File: src/verilog/urx_regs.vh
`ifndef URX_REGS_VH
`define URX_REGS_VH
// ****************************************
// register offsets (byte addresses, 12-bit)
// ****************************************
`define URX_ADDR_W          12
`define URX_OFF_EP0_CSRH    12'h102
`define URX_OFF_EP1_CSRH    12'h117
`define URX_OFF_EP1_CSRL    12'h116
`define URX_OFF_MAXP        12'h114
`define URX_OFF_MODE        12'h118
`define URX_OFF_IRQ_STAT    12'h11C
`define URX_OFF_IRQ_MASK    12'h11D
// ****************************************
// field positions
// ****************************************
`define URX_EP0_TOGGLE_WRITE_ENABLE_BIT    2
`define URX_EP0_DT_BIT      1
`define URX_CSRH_AUTO_CLEAR_ON_UNLOAD_BIT 7
`define URX_CSRH_INCOMPLETE_RECEIVE_FLAG_BIT  0
`define URX_CSRL_RDY_BIT    0
`define URX_MODE_ISO_BIT    0
`define URX_MODE_DMA_BIT    1
`define URX_IRQ_PKT_BIT     0
`define URX_IRQ_INC_BIT     1
`define URX_IRQ_AUTO_BIT    2
// ****************************************
// reset values and widths
// ****************************************
`define URX_CSRH_RST        8'h00
`define URX_MAXP_RST        11'h040
`define URX_MAXP_W          11
`define URX_CNT_W           12
`define URX_IRQ_W           3
`define URX_SYNC_RST        3'h0
`endif

File: src/verilog/urx_sync.v
`timescale 1ns/1ps
`default_nettype none
// three-stage synchroniser; output changes once stages two and three agree
module urx_sync (
  input  wire ref_clk_i,
  input  wire rst_n_i,
  input  wire d_i,
  output reg  q_o
);
  reg [2:0] sh_r;
  always @(posedge ref_clk_i or negedge rst_n_i) begin
    if (!rst_n_i) begin
      sh_r <= 3'h0;
      q_o  <= 1'b0;
    end else begin
      sh_r <= {sh_r[1:0], d_i};
      if (sh_r[1] == sh_r[2]) begin
        q_o <= sh_r[2];
      end
    end
  end
endmodule // urx_sync
`default_nettype wire

File: src/verilog/urx_unload_cnt.v
`timescale 1ns/1ps
`default_nettype none
`include "urx_regs.vh"
// counts bytes unloaded from the receive fifo and flags the full-size point
module urx_unload_cnt (
  input  wire                    ref_clk_i,
  input  wire                    rst_n_i,
  input  wire                    clr_i,
  input  wire                    pop_i,
  input  wire [2:0]              pop_bytes_i,
  input  wire                    dma_i,
  input  wire [`URX_MAXP_W-1:0]  maxp_i,
  output wire                    full_o
);
  reg  [`URX_CNT_W-1:0] cnt_r;
  wire [`URX_CNT_W-1:0] maxp_ext;
  wire [`URX_CNT_W-1:0] target;
  wire [`URX_CNT_W-1:0] cnt_nxt;
  assign maxp_ext = {1'b0, maxp_i};
  // dma reads whole words, so the threshold is maxp rounded up to four
  assign target  = dma_i ? ((maxp_ext + 12'h003) & 12'hFFC) : maxp_ext;
  assign cnt_nxt = cnt_r + {9'h000, pop_bytes_i};
  assign full_o  = pop_i && (cnt_nxt >= target) && (target != 12'h000);
  always @(posedge ref_clk_i or negedge rst_n_i) begin
    if (!rst_n_i) begin
      cnt_r <= 12'h000;
    end else if (clr_i || full_o) begin
      cnt_r <= 12'h000;
    end else if (pop_i) begin
      cnt_r <= cnt_nxt;
    end
  end
endmodule // urx_unload_cnt
`default_nettype wire

File: src/verilog/urx_rx_ep_ctrl.v
// Functional notes
// write-one arms toggle loading; enable self-clears once the toggle is written
// reading the toggle bit returns the current endpoint 0 data toggle
// toggle writes take effect only while the write enable is high
// set incomplete-receive flag on an incomplete high-bandwidth packet
// incomplete flag clears with packet-ready clear or software writing zero
// incomplete flag reads zero unless the endpoint is isochronous
// auto-clear drops packet-ready after a full max-size packet is unloaded
// short packets need software to clear packet-ready
// dma unloads in four-byte units, so threshold rounds up
// dma auto-clear count is max size rounded up to four
//
// Decided for this implementation: the address-and-strobe port.
`timescale 1ns/1ps
`default_nettype none
`include "urx_regs.vh"
module urx_rx_ep_ctrl (
  input  wire                    ref_clk_i,
  input  wire                    rst_n_i,
  input  wire [`URX_ADDR_W-1:0]  addr_i,
  input  wire [7:0]              wdata_i,
  input  wire                    wr_i,
  input  wire                    rd_i,
  output reg  [7:0]              rdata_o,
  input  wire                    pkt_rx_i,
  input  wire                    pkt_incomplete_i,
  input  wire                    ep0_toggle_flip_i,
  input  wire                    fifo_pop_i,
  input  wire [2:0]              fifo_pop_bytes_i,
  input  wire                    dma_pop_i,
  input  wire                    link_ep0_toggle_i,
  output reg                     receive_packet_ready_o,
  output reg                     data_toggle_state_o,
  output reg                     irq_o
);
  // ****************************************
  // reset release
  // ****************************************
  reg  [1:0] rst_sync_r;
  wire       rst_n;
  always @(posedge ref_clk_i or negedge rst_n_i) begin
    if (!rst_n_i) begin
      rst_sync_r <= 2'h0;
    end else begin
      rst_sync_r <= {rst_sync_r[0], 1'b1};
    end
  end
  assign rst_n = rst_sync_r[1];

  // ****************************************
  // pin input from the usb side
  // ****************************************
  wire ext_tog;
  urx_sync u_sync (
    .ref_clk_i (ref_clk_i),
    .rst_n_i   (rst_n),
    .d_i       (link_ep0_toggle_i),
    .q_o       (ext_tog)
  );
  reg ext_tog_d_r;

  // ****************************************
  // registers
  // ****************************************
  reg                    toggle_write_enable_r;
  reg                    data_toggle_r;
  reg                    auto_clear_on_unload_r;
  reg                    incomplete_receive_flag_r;
  reg                    rdy_r;
  reg                    iso_r;
  reg                    dma_mode_r;
  reg [`URX_MAXP_W-1:0]  maxp_r;
  reg [`URX_IRQ_W-1:0]   irq_stat_r;
  reg [`URX_IRQ_W-1:0]   irq_mask_r;

  wire wr_ep0  = wr_i && (addr_i == `URX_OFF_EP0_CSRH);
  wire wr_csrh = wr_i && (addr_i == `URX_OFF_EP1_CSRH);
  wire wr_csrl = wr_i && (addr_i == `URX_OFF_EP1_CSRL);
  wire rd_stat = rd_i && (addr_i == `URX_OFF_IRQ_STAT);

  wire unload_full;
  wire pop_any = fifo_pop_i || dma_pop_i;
  urx_unload_cnt u_cnt (
    .ref_clk_i   (ref_clk_i),
    .rst_n_i     (rst_n),
    .clr_i       (pkt_rx_i || !rdy_r),
    .pop_i       (pop_any && rdy_r),
    .pop_bytes_i (dma_pop_i ? 3'h4 : fifo_pop_bytes_i),
    .dma_i       (dma_mode_r),
    .maxp_i      (maxp_r),
    .full_o      (unload_full)
  );

  wire sw_rdy_clr = wr_csrl && !wdata_i[`URX_CSRL_RDY_BIT];
  wire auto_clr   = auto_clear_on_unload_r && unload_full;
  wire rdy_clr    = rdy_r && (sw_rdy_clr || auto_clr);
  wire inc_set    = pkt_rx_i && pkt_incomplete_i && iso_r;

  // ****************************************
  // endpoint 0 data toggle
  // ****************************************
  always @(posedge ref_clk_i or negedge rst_n) begin
    if (!rst_n) begin
      toggle_write_enable_r <= 1'b0;
      data_toggle_r         <= 1'b0;
      ext_tog_d_r           <= 1'b0;
    end else begin
      ext_tog_d_r <= ext_tog;
      if (wr_ep0 && toggle_write_enable_r) begin
        data_toggle_r         <= wdata_i[`URX_EP0_DT_BIT];
        toggle_write_enable_r <= 1'b0;
      end else begin
        if (wr_ep0) begin
          toggle_write_enable_r <= wdata_i[`URX_EP0_TOGGLE_WRITE_ENABLE_BIT];
        end
        if (ep0_toggle_flip_i || (ext_tog != ext_tog_d_r)) begin
          data_toggle_r <= ~data_toggle_r;
        end
      end
    end
  end

  // ****************************************
  // receive endpoint control and status
  // ****************************************
  always @(posedge ref_clk_i or negedge rst_n) begin
    if (!rst_n) begin
      auto_clear_on_unload_r    <= 1'b0;
      incomplete_receive_flag_r <= 1'b0;
      rdy_r                     <= 1'b0;
      iso_r                     <= 1'b0;
      dma_mode_r                <= 1'b0;
      maxp_r                    <= `URX_MAXP_RST;
      irq_mask_r                <= 3'h0;
    end else begin
      if (wr_csrh) begin
        auto_clear_on_unload_r <= wdata_i[`URX_CSRH_AUTO_CLEAR_ON_UNLOAD_BIT];
      end
      if (wr_i && (addr_i == `URX_OFF_MODE)) begin
        iso_r      <= wdata_i[`URX_MODE_ISO_BIT];
        dma_mode_r <= wdata_i[`URX_MODE_DMA_BIT];
      end
      if (wr_i && (addr_i == `URX_OFF_MAXP)) begin
        maxp_r <= {3'h0, wdata_i};
      end
      if (wr_i && (addr_i == `URX_OFF_IRQ_MASK)) begin
        irq_mask_r <= wdata_i[`URX_IRQ_W-1:0];
      end
      // arrival beats a clear in the same cycle
      if (pkt_rx_i) begin
        rdy_r <= 1'b1;
      end else if (rdy_clr) begin
        rdy_r <= 1'b0;
      end
      if (inc_set) begin
        incomplete_receive_flag_r <= 1'b1;
      end else if (rdy_clr ||
                   (wr_csrh && !wdata_i[`URX_CSRH_INCOMPLETE_RECEIVE_FLAG_BIT])) begin
        incomplete_receive_flag_r <= 1'b0;
      end
    end
  end

  // ****************************************
  // interrupt status, cleared on read
  // ****************************************
  wire [`URX_IRQ_W-1:0] irq_ev = {auto_clr && rdy_r, inc_set, pkt_rx_i};
  always @(posedge ref_clk_i or negedge rst_n) begin
    if (!rst_n) begin
      irq_stat_r <= 3'h0;
      irq_o      <= 1'b0;
    end else begin
      irq_stat_r <= (rd_stat ? 3'h0 : irq_stat_r) | irq_ev;
      irq_o      <= |(((rd_stat ? 3'h0 : irq_stat_r) | irq_ev) & irq_mask_r);
    end
  end

  // ****************************************
  // read data, one cycle after the strobe
  // ****************************************
  reg [7:0] rd_nxt;
  always @* begin
    rd_nxt = 8'h00;
    case (addr_i)
      `URX_OFF_EP0_CSRH: rd_nxt = {5'h00, toggle_write_enable_r, data_toggle_r, 1'b0};
      `URX_OFF_EP1_CSRH: rd_nxt = {auto_clear_on_unload_r, 6'h00,
                                  incomplete_receive_flag_r && iso_r};
      `URX_OFF_EP1_CSRL: rd_nxt = {7'h00, rdy_r};
      `URX_OFF_MAXP:     rd_nxt = maxp_r[7:0];
      `URX_OFF_MODE:     rd_nxt = {6'h00, dma_mode_r, iso_r};
      `URX_OFF_IRQ_STAT: rd_nxt = {5'h00, irq_stat_r};
      `URX_OFF_IRQ_MASK: rd_nxt = {5'h00, irq_mask_r};
      default:           rd_nxt = 8'h00;
    endcase
  end

  always @(posedge ref_clk_i or negedge rst_n) begin
    if (!rst_n) begin
      rdata_o                <= 8'h00;
      receive_packet_ready_o <= 1'b0;
      data_toggle_state_o    <= 1'b0;
    end else begin
      rdata_o                <= rd_i ? rd_nxt : 8'h00;
      receive_packet_ready_o <= rdy_r;
      data_toggle_state_o    <= data_toggle_r;
    end
  end
endmodule // urx_rx_ep_ctrl
`default_nettype wire

File: config.mk
export PLATFORM = sky130hd
export DESIGN_NAME = urx_rx_ep_ctrl
export DESIGN_NICKNAME = d
export VERILOG_FILES = /design/src/verilog/urx_sync.v /design/src/verilog/urx_unload_cnt.v /design/src/verilog/urx_rx_ep_ctrl.v
export VERILOG_INCLUDE_DIRS = /design/src /design/src/verilog
export SDC_FILE = /design/constraint.sdc
export NUM_CORES = 1
export LEC_CHECK = 0
export BUFFER_PORTS_ARGS = -buffer_cell sky130_fd_sc_hd__buf_2
export CAP_MARGIN = 20
export CORE_MARGIN = 10
export CORE_UTILIZATION = 51
export DETAILED_ROUTE_END_ITERATION = 10
export PLACE_DENSITY = 0.72
export SLEW_MARGIN = 20
export SYNTH_ARGS = -nofsm -noshare
export SYNTH_HDL_FRONTEND = slang
export SYNTH_SLANG_ARGS = --single-unit
File: constraint.sdc
create_clock -name ref_clk_i -period 1.4 [get_ports ref_clk_i]
set_input_delay 0.14 -clock ref_clk_i [delete_from_list [all_inputs] [get_ports ref_clk_i]]
set_output_delay 0.14 -clock ref_clk_i [all_outputs]
set_load 0.02 [all_outputs]
==> flow_summary.ini <==
[timing]
timing.setup.tns_ns = -24.21
timing_max_transition_violations_final = 0
achievable-frequency_mhz = 339.9
relative_slew_slack_pct = 63.95
tmin_final_ns = 2.942
post-route-worst-setup-slack_ns = -1.542
timing.final.crit_share_pct = 210.1
finalHoldViolCount = 0
rsz0062_at_grt = true
fin_worst_hold_slack_ns = 0.05726
fin_worst_skew_ns = 0.007041
setup_violations = 16
tightestPinTransition_ns = 0.5358

[power]
vdd_ir_drop_max_uv = 671.0
total_power_uw = 3136
power_leakage_uw = 0.001936
power-per-cell-area_nw_per_um2 = 779.8

[synthesis]
synth-main-ff-cell = sky130_fd_sc_hd__dfrtp_1
synth_seq_cells = 51
synth_fp_nets = 307
synth_area_leader_cell = sky130_fd_sc_hd__dfrtp_1
yosys_warnings = 0
synthesized_instance_count = 261
syn-mean-instance-area_um2 = 10.84
synth_area_um2 = 2830
yosys.cell_types.count = 56
synth.area.top_cells = sky130_fd_sc_hd__dfrtp_1 (44%), sky130_fd_sc_hd__ha_1 (5.3%), sky130_fd_sc_hd__a32o_1 (3.2%)
synth_enable_flop_cells = 0
synth_async_sr_flop_share_pct = 100.0
yosysTopAreaCellShare_pct = 44.21
ys_seq_area_share_pct = 45.14

[finish]
final_layout_size_suffix_gt1_share_pct = 46.84
design_area_um2 = 4021
final_net_count = 425
most-common-layout-cells = sky130_fd_sc_hd__buf_4 (66), sky130_fd_sc_hd__dfrtp_1 (49), sky130_fd_sc_hd__buf_2 (43)
ant_cells = 0
mostFrequentLayoutCell = sky130_fd_sc_hd__buf_4
p_r_area_growth_vs_syn_pct = 42.09
num-fill-cells = 383

[run_status]
status = finished, violations left
violated_checks = negative setup slack

[grt]
grt_use_total_pct = 18.00
grt_residual_overflow = 0
antenna_found_initial = 0
largest_net_degree_at_the_start_of_global_routing = 21
wire_length_of_the_first_global_routing_pass_mm = 12.85
first_global_vias = 2774

[place]
port-buffer-count = 43
detailedPlace.worstSlack_ns = -1.629
post_dp_cell_area_um2 = 3754
globalplace.congestion = 0.8704
dpl.hpwl_mm = 5.981

[clock_network]
numCtsBuffers = 5
insertion_delay_ns = 0.31
clk_transition_reported_paths_ns = 0.10
clk_path_buf_depth = 2
clock_root_cell = sky130_fd_sc_hd__clkbuf_8
h-tree-depth = 2
clock_tree_from_tritoncts = done
clock_sinks = 51

[routing]
route.detailed.drc = 0
firstDrtPassIters = 5
detail_route.wl_per_cell_um = 17.28
routed_wl_mm = 7.812
detailedRoute.firstIterationViolations = 165
via_count = 2576
detail-route-antenna-nets = 0
post_drt_via_cell_ratio = 5.699

[floorplanning]
std_cell_rows = 27
design.core.area_um2 = 5439
design.die.area_um2 = 8929
initial_utilization_pct = 52.04
die_height_um = 94.50
die_x_um = 94.50
ioPinCount = 44

[job]
cap_violations = 0

[worst_setup_path]
worstPathMaxFanout = 6
end_kind = register
timing.critical_path.required_ns = 1.66
worst-endpoint-arrival_ns = 3.20
setup.worst_path.class = reg -> reg
critical_path_start_type = register

[min_path]
worst_hold_path_type = in -> reg
sequential cells by signal (all words and copies together) (netlist names), 2 cells and up:
signal / cells
irq_mask_r: 3
irq_stat_r: 3
maxp_r: 8
rdata_o: 8
rst_sync_r: 2
u_cnt.cnt_r: 12
u_sync.sh_r: 3
area by class of cell:
type	count	area, µm²	share of cell area [%]
sequential	51	1279	31.80
multi-input combinational	195	1723	42.84
clock inverter	3	27.53	0.6845
tap	72	90.09	2.240
timing repair buffer	116	795.8	19.79
clock buffer	5	68.82	1.711
inverter	10	37.54	0.9334
cells in the mapped netlist (all sizes together) (2+ instances only):
master	n
inv	10
or2	2
a211oi	3
nand4	3
clkbuf	2
buf	3
and3	10
nor4	4
xnor2	8
ha	12
nand3	15
nor3	8
a32o	9
o21ai	13
xor2	9
nand2	22
nor2	12
o211ai	4
nor2b	6
a222oi	2
a21oi	5
a21o	3
a22oi	5
mux2	15
dfrtp	50
nor4b	3
nand2b	3
nor3b	3
timing repair:
item | CTS | global route
gates resized for setup | 15 | 6
hold buffers | 2 | 0
buffers inserted | 2 | 1
pin swaps | 14 | 21
endpoints found under the hold margin | 3 | 0
endpoints found under the setup margin | 16 | 22
worst max-delay path, stage by stage, from the launching register on:
cell                       delay [ns]
sky130_fd_sc_hd__dfrtp_1         0.43
sky130_fd_sc_hd__buf_6           0.14
sky130_fd_sc_hd__fa_2            0.36
sky130_fd_sc_hd__a21o_1          0.21
sky130_fd_sc_hd__and3_4          0.17
sky130_fd_sc_hd__nand2_4         0.07
sky130_fd_sc_hd__xnor2_4         0.13
sky130_fd_sc_hd__ha_4            0.25
sky130_fd_sc_hd__nand4_1         0.12
sky130_fd_sc_hd__nand3_2         0.11
sky130_fd_sc_hd__a221oi_2        0.26
sky130_fd_sc_hd__nand2_2         0.10
sky130_fd_sc_hd__o21ai_4         0.20
sky130_fd_sc_hd__buf_6           0.16
sky130_fd_sc_hd__a32o_1          0.16
worst paths after layout:
kind | from | endpoint | slack (ns) | cells after the start
worst max-delay path | u_cnt.cnt_r[1] | u_cnt.cnt_r[8] | -1.54 | 14
worst min-delay path | wdata_i[3] | maxp_r[3] | 0.06 | 2
worst max register to register | u_cnt.cnt_r[1] | u_cnt.cnt_r[8] | -1.54 | 14
worst min register to register | rst_sync_r[1] | maxp_r[4] | 0.19 | 0
max in group asynchronous | rst_sync_r[1] | rdata_o[0] | 0.68 | 1
min in group asynchronous | rst_n_i | rst_sync_r[1] | 0.14 | 2
metrics by stage:
stage               utilization [%]  std cells
floorplan                         -        261
global placement              69.01        439
detailed placement            69.01        439
CTS                           73.41        451
global route                  73.94        452
finish                        73.94        452
cells by family after synthesis:
logic type | count (synthesis) | synth area share, %
mux | 15 | 5.968
flops | 51 | 45.14
xor+xnor | 17 | 5.261
simple gates | 95 | 19.28
other cells | 1 | 0.1325
compound gates | 53 | 15.56
fa+ha+maj | 14 | 6.366
buf+inv | 15 | 2.299
routing by layer:
layer  up-vias  GRT usage (%)  share of wire, %
met5         -              0                 0
met4         0          7.107               2.4
met3        21          3.886               5.6
met2        94          33.30                53
met1      1259          19.48                39
li1       1202              -                 -
report_power, final:
| part | switching [µW] | internal [µW] |
|---|---|---|
| sequential | 58.0 | 1530 |
| clock | 542 | 371 |
| combinational | 311 | 319 |
| total | 912 | 2220 |
Power figures use the tool's default switching activity.
